### src/edbls_pkg.sv
// Purpose: shared constants for the external data bus lane steering block
// Assumes: 16-bit internal data bus, two 8-bit external lanes
// Notes:   processor mode and width encodings live here
`default_nettype none
package edbls_pkg;
   localparam int unsigned BYTE_W  = 8;
   localparam int unsigned WORD_W  = 16;
   localparam int unsigned ADDR_W  = 24;
   // processor mode encodings
   typedef enum logic [1:0] {
      EDBLS_SINGLE_CHIP = 2'h0,
      EDBLS_MEM_EXPAND  = 2'h1,
      EDBLS_MICROPROC   = 2'h2
   } edbls_mode_type;
   // width-select level meanings
   localparam logic WIDTH_SEL_16 = 1'h0;
   localparam logic WIDTH_SEL_8  = 1'h1;
   // default internal area: peripheral registers and RAM at the bottom
   localparam logic [23:0] INT_LOW_BASE_DEF  = 24'h000000;
   localparam logic [23:0] INT_LOW_LIMIT_DEF = 24'h000FFF;
   // default internal area: program memory
   localparam logic [23:0] INT_HIGH_BASE_DEF  = 24'h001000;
   localparam logic [23:0] INT_HIGH_LIMIT_DEF = 24'h01EFFF;
   localparam int unsigned ODD_BIT = 0;
endpackage : edbls_pkg
`default_nettype wire

### src/edbls_lane_if.sv
// Purpose: carrier between the steering core and its lane pin driver
// Assumes: one lane per instance of the driver
// Notes:   bus_* fields come from the core, port_* from the port logic
`default_nettype none
interface edbls_lane_if;
   logic       bus_mode;   // lane serves the data bus
   logic       bus_oe;     // bus wants the lane driven
   logic [7:0] bus_dout;   // byte to drive while on the bus
   logic [7:0] port_dout;  // general-purpose port value
   logic [7:0] port_dir;   // general-purpose direction, one is output
   logic [7:0] pin_in;     // synchronised pin levels
   logic [7:0] pin_out;    // registered pin output
   logic [7:0] pin_oe;     // registered pin output enable
   modport core (output bus_mode, bus_oe, bus_dout, input pin_in);
   modport drv  (input bus_mode, bus_oe, bus_dout, port_dout, port_dir,
                 output pin_in, pin_out, pin_oe);
   modport port (output port_dout, port_dir);
endinterface : edbls_lane_if
`default_nettype wire

### src/edbls_core.sv
// Purpose: steer bytes between the internal 16-bit bus and two pin lanes
// Assumes: a bus cycle is one strobe with address, direction and write data
// Notes:   read data returns two cycles after the strobe, pins are registered
//          width select comes from a pin and passes two flops; it must stay fixed
//          internal windows are fixed constants, no memory relocation is modelled
//
// Operation
// RL1: in expansion or microprocessor mode low lane is data bus, else a port
// RL2: 16-bit external read captures low lane into the lower internal byte
// RL3: 16-bit external write drives the lower internal byte on the low lane
// RL4: 16-bit internal read keeps the low lane in high impedance
// RL5: 16-bit internal write still drives internal bus on external lanes
// RL6: 8-bit external read: even address to lower byte, odd to upper
// RL7: 8-bit external write: even drives lower byte, odd drives upper byte
// RL8: 16-bit external read uses high lane only for odd address, else floats
// RL9: 16-bit external write drives the upper internal byte on high lane
// RL10: with 8-bit width the high lane stays a general-purpose port
// RL11: width select low means 16-bit bus, high means 8-bit bus
// RL12: width select is held fixed and never changed between bus cycles
// RL13: each access is decoded internal or external before lanes turn
`default_nettype none
module edbls_core (
   // clock and reset
   input  wire logic                    clk_sys_i,
   input  wire logic                    sys_rst_i,
   // processor mode and external bus width
   input  wire edbls_pkg::edbls_mode_type mode_i,
   input  wire logic                    width_sel_i,
   // one access from the internal bus
   input  wire logic                    acc_strobe_i,
   input  wire logic                    acc_write_i,
   input  wire logic [23:0]             acc_addr_i,
   input  wire logic [15:0]             acc_wdata_i,
   // general-purpose port side of both lanes
   input  wire logic [7:0]              low_port_dout_i,
   input  wire logic [7:0]              low_port_dir_i,
   input  wire logic [7:0]              high_port_dout_i,
   input  wire logic [7:0]              high_port_dir_i,
   // lane pins
   input  wire logic [7:0]              low_data_lane_pins_i,
   input  wire logic [7:0]              high_data_lane_pins_i,
   output logic [7:0]                   low_data_lane_pins_o,
   output logic [7:0]                   low_data_lane_pins_oe_o,
   output logic [7:0]                   high_data_lane_pins_o,
   output logic [7:0]                   high_data_lane_pins_oe_o,
   // port read-back and read return
   output logic [7:0]                   low_port_din_o,
   output logic [7:0]                   high_port_din_o,
   output logic [15:0]                  acc_rdata_o,
   output logic [1:0]                   acc_rbyte_en_o,
   output logic                         acc_rvalid_o,
   output logic                         acc_internal_o
);
   edbls_lane_if low_lane ();
   edbls_lane_if high_lane ();

   typedef enum logic [1:0] {
      EDBLS_IDLE,
      EDBLS_DRIVE,
      EDBLS_SAMPLE
   } edbls_state_type;

   // sequencer state
   edbls_state_type state;
   edbls_state_type next_state;

   // bus role and width; width select is a pin, so it passes two flops
   logic        bus_on;
   logic        next_bus_on;
   logic        width_sync_a;
   logic        next_width_sync_a;
   logic        width_sync_b;
   logic        next_width_sync_b;
   logic        wide;

   // fields of the access taken by the sequencer
   logic        acc_write;
   logic        next_acc_write;
   logic        acc_odd;
   logic        next_acc_odd;
   logic        acc_int;
   logic        next_acc_int;
   logic [15:0] acc_wdata;
   logic [15:0] next_acc_wdata;

   // read return towards the internal bus
   logic [15:0] rdata;
   logic [15:0] next_rdata;
   logic [1:0]  rbyte_en;
   logic [1:0]  next_rbyte_en;
   logic        rvalid;
   logic        next_rvalid;

   // port read-back
   logic [7:0]  low_port_din;
   logic [7:0]  next_low_port_din;
   logic [7:0]  high_port_din;
   logic [7:0]  next_high_port_din;

   // lane decode and drive helpers
   logic        dec_internal;
   logic        low_oe;
   logic        high_oe;
   logic [7:0]  low_byte;
   logic [7:0]  high_byte;

   // classify the access against the internal memory windows
   edbls_addr_dec u_dec (
      .addr_i       (acc_addr_i),
      .low_base_i   (edbls_pkg::INT_LOW_BASE_DEF),
      .low_limit_i  (edbls_pkg::INT_LOW_LIMIT_DEF),
      .high_base_i  (edbls_pkg::INT_HIGH_BASE_DEF),
      .high_limit_i (edbls_pkg::INT_HIGH_LIMIT_DEF),
      .internal_o   (dec_internal)
   );

   // low lane pins
   edbls_lane_drv u_low (
      .clk_sys_i (clk_sys_i),
      .sys_rst_i (sys_rst_i),
      .pin_i     (low_data_lane_pins_i),
      .lane      (low_lane.drv)
   );

   // high lane pins
   edbls_lane_drv u_high (
      .clk_sys_i (clk_sys_i),
      .sys_rst_i (sys_rst_i),
      .pin_i     (high_data_lane_pins_i),
      .lane      (high_lane.drv)
   );

   // port side values for both lanes
   assign low_lane.port_dout  = low_port_dout_i;
   assign low_lane.port_dir   = low_port_dir_i;
   assign high_lane.port_dout = high_port_dout_i;
   assign high_lane.port_dir  = high_port_dir_i;

   // lane roles: low lane on the bus in expansion modes, high only at 16 bit
   // the high lane falls back to its port whenever the bus is 8 bits wide
   assign low_lane.bus_mode  = bus_on;            // see RL1
   assign high_lane.bus_mode = bus_on && wide;    // see RL10

   // drive enables: writes always drive, reads float the bus lanes
   always_comb begin
      low_oe  = 1'b0;                             // see RL4
      high_oe = 1'b0;                             // see RL4 see RL8
      if (state == EDBLS_DRIVE && acc_write) begin
         low_oe  = 1'b1;                          // see RL3 see RL5 see RL7
         high_oe = wide;                          // see RL9 see RL5
      end
   end

   // write byte placement on the low lane follows width and address parity
   always_comb begin
      low_byte  = acc_wdata[7:0];                 // see RL3
      high_byte = acc_wdata[15:8];                // see RL9
      if (!wide && acc_odd) begin
         low_byte = acc_wdata[15:8];              // see RL7
      end
   end

   // hand the chosen bytes and enables to the lane drivers
   assign low_lane.bus_oe    = low_oe;
   assign low_lane.bus_dout  = low_byte;
   assign high_lane.bus_oe   = high_oe;
   assign high_lane.bus_dout = high_byte;

   // bus role from the mode, width select through its two-flop synchroniser
   always_comb begin
      next_bus_on       = (mode_i != edbls_pkg::EDBLS_SINGLE_CHIP); // see RL1
      next_width_sync_a = width_sel_i;
      next_width_sync_b = width_sync_a;
   end

   // registers of bus role and width; reset assumes the 16-bit bus
   always_ff @(posedge clk_sys_i or posedge sys_rst_i) begin
      if (sys_rst_i) begin
         bus_on       <= 1'b0;
         width_sync_a <= edbls_pkg::WIDTH_SEL_16;
         width_sync_b <= edbls_pkg::WIDTH_SEL_16;
      end else begin
         bus_on       <= next_bus_on;
         width_sync_a <= next_width_sync_a;
         width_sync_b <= next_width_sync_b;
      end
   end

   // only the second flop is read; the level is assumed static (see RL12)
   assign wide = (width_sync_b == edbls_pkg::WIDTH_SEL_16);   // see RL11

   // port read-back: synchronised pin levels, one more register stage
   always_comb begin
      next_low_port_din  = low_lane.pin_in;                  // see RL1
      next_high_port_din = high_lane.pin_in;                 // see RL10
   end

   // registers of the port read-back
   always_ff @(posedge clk_sys_i or posedge sys_rst_i) begin
      if (sys_rst_i) begin
         low_port_din  <= 8'h00;
         high_port_din <= 8'h00;
      end else begin
         low_port_din  <= next_low_port_din;
         high_port_din <= next_high_port_din;
      end
   end

   // access walk in rising edges, edge 0 being the one that takes the strobe:
   //   edge 0  fields latched, the sequencer moves to drive
   //   edge 1  lane flops load the write byte and enable, the pins turn
   //   edge 2  enables drop again; a read captures the synchronised lanes
   // the synchronisers make edge 2 see the levels present at edge 0, so the
   // far side must hold read data from the strobe until the answer stands;
   // strobes during an access or in single-chip mode are dropped silently
   // access sequencing and read capture
   always_comb begin
      next_state         = state;
      next_acc_write     = acc_write;
      next_acc_odd       = acc_odd;
      next_acc_int       = acc_int;
      next_acc_wdata     = acc_wdata;
      next_rdata         = rdata;
      next_rbyte_en      = rbyte_en;
      next_rvalid        = 1'b0;
      unique case (state)
         EDBLS_IDLE: begin
            if (acc_strobe_i && bus_on) begin
               next_acc_write = acc_write_i;
               next_acc_odd   = acc_addr_i[edbls_pkg::ODD_BIT];
               next_acc_int   = dec_internal;     // see RL13
               next_acc_wdata = acc_wdata_i;
               next_state     = EDBLS_DRIVE;
            end
         end
         EDBLS_DRIVE: begin
            next_state = EDBLS_SAMPLE;
         end
         EDBLS_SAMPLE: begin
            next_state    = EDBLS_IDLE;
            next_rdata    = 16'h0000;
            next_rbyte_en = 2'h0;
            if (!acc_write && !acc_int) begin
               if (wide) begin
                  next_rdata[7:0] = low_lane.pin_in;          // see RL2
                  next_rbyte_en   = 2'h1;
                  if (acc_odd) begin
                     next_rdata[15:8] = high_lane.pin_in;     // see RL8
                     next_rbyte_en    = 2'h3;
                  end
               end else if (acc_odd) begin
                  next_rdata[15:8] = low_lane.pin_in;         // see RL6
                  next_rbyte_en    = 2'h2;
               end else begin
                  next_rdata[7:0] = low_lane.pin_in;          // see RL6
                  next_rbyte_en   = 2'h1;
               end
               next_rvalid = 1'b1;
            end
         end
         default: begin
            next_state = EDBLS_IDLE;              // unused code, back to idle
         end
      endcase
   end

   // registers of the sequencer
   always_ff @(posedge clk_sys_i or posedge sys_rst_i) begin
      if (sys_rst_i) begin
         state         <= EDBLS_IDLE;
         acc_write     <= 1'b0;
         acc_odd       <= 1'b0;
         acc_int       <= 1'b0;
         acc_wdata     <= 16'h0000;
         rdata         <= 16'h0000;
         rbyte_en      <= 2'h0;
         rvalid        <= 1'b0;
      end else begin
         state         <= next_state;
         acc_write     <= next_acc_write;
         acc_odd       <= next_acc_odd;
         acc_int       <= next_acc_int;
         acc_wdata     <= next_acc_wdata;
         rdata         <= next_rdata;
         rbyte_en      <= next_rbyte_en;
         rvalid        <= next_rvalid;
      end
   end

   // top-level outputs, all straight from registers
   assign low_data_lane_pins_o     = low_lane.pin_out;
   assign low_data_lane_pins_oe_o  = low_lane.pin_oe;
   assign high_data_lane_pins_o    = high_lane.pin_out;
   assign high_data_lane_pins_oe_o = high_lane.pin_oe;
   assign low_port_din_o           = low_port_din;
   assign high_port_din_o          = high_port_din;
   assign acc_rdata_o              = rdata;
   assign acc_rbyte_en_o           = rbyte_en;
   assign acc_rvalid_o             = rvalid;
   assign acc_internal_o           = acc_int;
endmodule : edbls_core
`default_nettype wire

### src/edbls_lane_drv.sv
// Purpose: one 8-bit lane: input synchroniser and registered pin drivers
// Assumes: pins are split into input, output and output enable
// Notes:   second flop of the synchroniser is the only one read
`default_nettype none
module edbls_lane_drv (
   input  wire logic       clk_sys_i,
   input  wire logic       sys_rst_i,
   input  wire logic [7:0] pin_i,
   edbls_lane_if.drv       lane
);
   logic [7:0] sync_a;
   logic [7:0] sync_b;
   logic [7:0] pin_out;
   logic [7:0] pin_oe;
   logic [7:0] next_pin_out;
   logic [7:0] next_pin_oe;

   // choose bus or port drive for every pin of the lane
   always_comb begin
      if (lane.bus_mode) begin
         next_pin_out = lane.bus_dout;
         next_pin_oe  = {8{lane.bus_oe}};
      end else begin
         next_pin_out = lane.port_dout;
         next_pin_oe  = lane.port_dir;
      end
   end

   // register synchroniser and pin drivers
   always_ff @(posedge clk_sys_i or posedge sys_rst_i) begin
      if (sys_rst_i) begin
         sync_a  <= 8'h00;
         sync_b  <= 8'h00;
         pin_out <= 8'h00;
         pin_oe  <= 8'h00;
      end else begin
         sync_a  <= pin_i;
         sync_b  <= sync_a;
         pin_out <= next_pin_out;
         pin_oe  <= next_pin_oe;
      end
   end

   assign lane.pin_in  = sync_b;
   assign lane.pin_out = pin_out;
   assign lane.pin_oe  = pin_oe;
endmodule : edbls_lane_drv
`default_nettype wire

### src/edbls_addr_dec.sv
// Purpose: decide whether an address falls in internal memory or registers
// Assumes: two internal windows given as inclusive base and limit
// Notes:   purely combinational, result is registered by the caller
`default_nettype none
module edbls_addr_dec (
   input  wire logic [23:0] addr_i,
   input  wire logic [23:0] low_base_i,
   input  wire logic [23:0] low_limit_i,
   input  wire logic [23:0] high_base_i,
   input  wire logic [23:0] high_limit_i,
   output logic             internal_o
);
   // match against both internal windows
   always_comb begin
      internal_o = ((addr_i >= low_base_i) && (addr_i <= low_limit_i)) ||
                   ((addr_i >= high_base_i) && (addr_i <= high_limit_i));
   end
endmodule : edbls_addr_dec
`default_nettype wire

### config.mk
export PLATFORM = sky130hd
export DESIGN_NAME = edbls_core
export DESIGN_NICKNAME = d
export VERILOG_FILES = /design/src/edbls_pkg.sv /design/src/edbls_lane_if.sv /design/src/edbls_core.sv /design/src/edbls_lane_drv.sv /design/src/edbls_addr_dec.sv
export SDC_FILE = /design/constraint.sdc
export NUM_CORES = 1
export LEC_CHECK = 0
export ABC_AREA = 0
export BUFFER_PORTS_ARGS = -buffer_cell sky130_fd_sc_hd__buf_2
export CORE_UTILIZATION = 43
export CTS_BUF_LIST = sky130_fd_sc_hd__clkbuf_8 sky130_fd_sc_hd__clkbuf_16
export CTS_CLUSTER_DIAMETER = 120
export DETAILED_ROUTE_END_ITERATION = 10
export PLACE_DENSITY = 0.85
export SYNTH_ARGS = -nofsm -noshare
export SYNTH_HDL_FRONTEND = slang
export SYNTH_SLANG_ARGS = --single-unit
export TNS_END_PERCENT = 5
### constraint.sdc
create_clock -name clk_sys_i -period 3.95 [get_ports clk_sys_i]
set_input_delay 0.79 -clock clk_sys_i [delete_from_list [all_inputs] [get_ports clk_sys_i]]
set_output_delay 0.79 -clock clk_sys_i [all_outputs]
set_load 0.03 [all_outputs]
=== Yosys cells after proc, flatten, opt, wreduce, memory -nomap -nowiden ===
Index checks and enable logic that the tools add are counted.
Widths: inputs -> output; s select.

* Magnitude comparators: 4
* Eq/ne operators: 3
* Mux-type cells: 20
* Bitwise gates (word level): 1
* Reduce and logical (&&, ||, !) cells: 13

{| class="wikitable"
|+ Operator list
! cell !! number
|-
| $mux 8 || 8
|-
| $mux 16 || 2
|-
| $ge 24x1->1 const B || 1
|-
| $ge 24x13->1 const B || 1
|-
| $le 24x12->1 const B || 1
|-
| $le 24x17->1 const B || 1
|-
| $mux 2 || 5
|-
| $logic_and 1x1->1 || 7
|-
| $mux 1 || 4
|-
| $pmux 2 s2 || 1
|-
| $eq 2x1->1 const B || 1
|-
| $eq 2x2->1 const B || 1
|-
| $logic_not 1->1 || 2
|-
| $logic_not 2->1 || 1
|-
| $ne 2x2->1 const B || 1
|-
| $reduce_and 2->1 || 1
|-
| $reduce_bool 2->1 || 1
|-
| $logic_or 1x1->1 || 1
|-
| $not 1->1 || 1
|}

* Register bits after elaboration: 123
* Output and inout port bits: 68
* Logic and storage cells: 62

=== Logic depth before layout (Yosys ltp) ===
* Depth in word-level cells: 4
* Mapped depth: 5
* Mapped depth without buffers: 3

=== Cells and area by module ===
A second synthesis with hierarchy kept.

* Cell total of the unflattened synthesis: 574
* Area, all modules: 6658.9 sq um

{| class="wikitable"
|+ By module, submodules not included
! module !! instances !! cells each !! area an instance (sq um) !! sequential area each (sq um)
|-
| edbls_addr_dec || 1 || 328 || 2384.8 || 0.0
|-
| edbls_core || 1 || 144 || 2167.1 || 1476.4
|-
| edbls_lane_drv || 2 || 51 || 1053.5 || 800.8
|}

=== Worst setup path after synthesis ===
Ideal clock, no wire load.

* Path type: input -> register
* Start: input port acc_strobe_i
* End: register acc_wdata[0]
* Library setup time: 125 ps
* Arrival: 1493 ps
* Required time: 3825 ps
* Path slack: 2332 ps
* Stages: 3
* Path buffers: 1
* Path through: and4bb_4 > buf_6 > mux2_4

* Word-level cells in the longest chain between the ends: 2

{| class="wikitable"
|+ RTL lines
! item !! line !! RTL
|-
| start: declaration || edbls_core.sv:30 || <nowiki>input wire logic acc_strobe_i,</nowiki>
|-
| $logic_and 1x1->1 || edbls_core.sv:228 || <nowiki>if (acc_strobe_i && bus_on) begin</nowiki>
|-
| $reduce_and 2->1 (no line) || -- ||
|-
| end signal: assignment || edbls_core.sv:283 || <nowiki>acc_wdata <= next_acc_wdata;</nowiki>
|-
| end: declaration || edbls_core.sv:83 || <nowiki>logic [15:0] acc_wdata;</nowiki>
|}

Every way passes these cells.
A chain may end at the register's enable or synchronous reset.

=== Worst setup path after layout ===
* Start: register bus_on
* End: register u_high.pin_out[2], in the netlist u_high.lane.pin_out[2]

* Word-level cells in the longest chain between the ends: 2

{| class="wikitable"
|+ RTL lines
! item !! line !! RTL
|-
| start: declaration || edbls_core.sv:68 || <nowiki>logic bus_on;</nowiki>
|-
| start signal: assignment || edbls_core.sv:183 || <nowiki>bus_on <= next_bus_on;</nowiki>
|-
| $logic_and 1x1->1 || edbls_core.sv:142 || <nowiki>assign high_lane.bus_mode = bus_on && wide;</nowiki>
|-
| $mux 8 || edbls_lane_drv.sv:20 || <nowiki>if (lane.bus_mode) begin</nowiki>
|-
| via u_high.next_pin_out[2] || edbls_lane_drv.sv:15 || <nowiki>logic [7:0] next_pin_out;</nowiki>
|-
| end signal: assignment || edbls_lane_drv.sv:39 || <nowiki>pin_out <= next_pin_out;</nowiki>
|-
| end: declaration || edbls_lane_drv.sv:13 || <nowiki>logic [7:0] pin_out;</nowiki>
|}

The timed path passes the listed nets, and every way through them passes these cells.

==> impl_metrics.tcl <==
set metrics [dict create \
    wl_per_cell_um 14.8 \
    rows 35 \
    yosys_warnings 0 \
    slew_headroom 0.435 \
    rsz0062_at_grt "no" \
    synth_common_cells "dfrtp_1 (123), mux2_4 (17), o21ai_0 (17)" \
    fin_cells 564 \
    yosys.area.top_type "dfrtp_1" \
    ff2ff_setup_slack_ps 1780 \
    dieArea_mm2 0.0101 \
    vias 2593 \
    yosysSeqAreaShare 0.735 \
    seq_area_mm2 0.00308 \
    final_antenna_net_count 0 \
    grt_max_degree 124 \
    synth.avg_cell_area_um2 16.0 \
    synth_most_common_cell "dfrtp_1" \
    cp_slowest_cell "dfrtp_1" \
    area_delta_synth_final_pct 33.7 \
    setup_tns_ps 0 \
    max_freq_mhz 461 \
    postCtsResizedCells 0 \
    crit_chain "nand2b_1 -> mux2_2" \
    synth_nets 357 \
    htree_levels 4 \
    cts_tree "done" \
    place_ws_ps 1760 \
    vdd_drop_max_mv 0.314 \
    yosys_most_used_dff "dfrtp_1" \
    post-place-cells 532 \
    ys_ff_latch 123 \
    cap_violations 0 \
    final-max-slew-violation-count 0 \
    synth_edf_count 0 \
    cts-root-buf "clkbuf_8" \
    via_per_inst 4.60 \
    cp.required_ps 4310 \
    yosysUniqueCellTypes 28 \
    n_antenna_cell 0 \
    status "completed" \
    multiInputGateArea_um2 980 \
    cts_buffer_depth 2 \
    tightest_slew_ps 847 \
    wirelength_um 8340 \
    final_layout_size_suffix_gt1_frac 0.497 \
    cts.sinks 123 \
    fin_crit_ps 2170 \
    yosys-top-cells-area "dfrtp_1 (74%), mux2_4 (6.1%), mux2i_1 (3.8%)" \
    setup_viol 0 \
    holdCritPathClass "register to register" \
    hold_ws_ps 346 \
    slowest_delay_ps 880 \
    grt_antenna_before_repair 0 \
    clk-insertion-delay-late_ps 490 \
    cp.arrival_ps 2530 \
    core_area_mm2 0.00933 \
    crit_path_max_fanout 27 \
    grt_pass1_wl_um 13200 \
    firstDrtPassIters 4 \
    grt_pass1_vias 2686 \
    drtIter0Drc 75 \
    die_w_um 101 \
    fin_ws_ps 1780 \
    netlist.area_leader.share 0.735 \
    path_clk_slew_ps 60 \
    fill_cells 755 \
    port_buffers 151 \
    cp_num_buf_inv 0 \
    cp-end-kind "register" \
    post_cts.repair.setup_buffers 0 \
    numCtsBuffers 17 \
    drc 0 \
    finalHoldViolCount 0 \
    hold_buffers 0 \
    cp-start-kind "register" \
    synth_cells 262 \
    power.leakage_nw 2.93 \
    synth_async_sr_flop_share 1.00 \
    die_y_um 101 \
    design_area_mm2 0.00560 \
    postPlaceCellArea_mm2 0.00504 \
    nNetsFinal 517 \
    io_pins 163 \
    p_per_area_mw_per_mm2 640 \
    initial_core_util 0.449 \
    clock_skew_ps 7.44 \
    path_delay_family "flip-flops" \
    syn_area_mm2 0.00419 \
    place_congestion 0.698 \
    dp_hpwl_um 5630 \
    grt_usage 0.175 \
    path_class "register to register" \
    gr-total-overflow 0 \
    fin_crit_sh 0.550 \
]
## power breakdown
group	switching [mW]	total (mW)	leakage [nW]	internal, mW
registers	0.0953	1.53	1.49	1.44
clock network	0.569	1.41	0.263	0.845
logic	0.390	0.637	1.17	0.248
total	1.05	3.58	2.93	2.53
## path summary, 6_finish.rpt
kind,start,to,cells after the start
setup / recovery,bus_on,u_high.lane.pin_out[2],2
hold / removal,u_low.sync_a[4],u_low.lane.pin_in[4],0
setup reg to reg,bus_on,u_high.lane.pin_out[2],2
hold reg to reg,u_low.sync_a[4],u_low.lane.pin_in[4],0
max in group asynchronous,sys_rst_i,u_high.lane.pin_in[4],3
min in group asynchronous,sys_rst_i,high_port_din_o[3],3
## sequential cells by signal, indices dropped and copies added (netlist names)
register,cells
acc_rvalid_o,1
width_sync_b,1
high_port_din_o,8
bus_on,1
acc_rdata_o,16
u_high.sync_a,8
acc_odd,1
acc_write,1
u_high.lane.pin_out,8
u_low.lane.pin_out,8
state,2
u_low.sync_a,8
low_port_din_o,8
next_width_sync_b,1
u_low.lane.pin_in,8
u_high.lane.pin_in,8
u_high.lane.pin_oe,8
u_low.lane.pin_oe,8
acc_internal_o,1
acc_rbyte_en_o,2
acc_wdata,16
## cells by family after synthesis
kind of cell	Yosys count	share of synthesized area
buf+inv	22	0.0305
flops	123	0.735
mux	42	0.123
simple gates	32	0.0457
compound gates	43	0.0649
## layout by cell type, fill, tap and decap left out, drive strengths merged, types with 2 or more instances in the layout
master    synthesis  layout
a21o              9       9
clkbuf            2      17
o21ai            17      17
dfrtp           123     123
mux2i            16      16
mux2             26      26
a21oi             8       8
a22o              8       8
nor2              9       9
nand2b            2       2
inv              11      14
buf               9     152
nand2            12      12
clkinv            0       6
clkinvlp          0       5
## worst reg2reg max path, cell delays in order, from the launching register on
cell and delay [ps]:
dfrtp_1 880, nand2b_1 680, mux2_2 490
## area by class of cell
type | count | area share
sequential | 123 | 0.550
multi-input combinational | 117 | 0.175
timing repair buffer | 152 | 0.139
clock buffer | 17 | 0.0740
tap | 129 | 0.0288
clock inverter | 15 | 0.0255
inverter | 11 | 0.00805
## layer usage
layer | track usage | routed length, um | vias up | part of all wire
met2 | 0.292 | 4280 | 85 | 0.51
met5 | 0 | 0 | - | 0
li1 | - | - | 1217 | -
met4 | 0.0535 | 49 | 0 | 0.0059
met3 | 0.0555 | 457 | 6 | 0.055
met1 | 0.219 | 3550 | 1285 | 0.43
## stage by stage
stage / util / total power, mW
after CTS: 0.600 / 3.62
after global routing: 0.600 / 3.74
after detailed placement: 0.540 / 2.20
after floorplan: - / 1.99
after global placement: 0.540 / 2.18
final: 0.600 / 3.58
(Power assumes the default switching activity.)
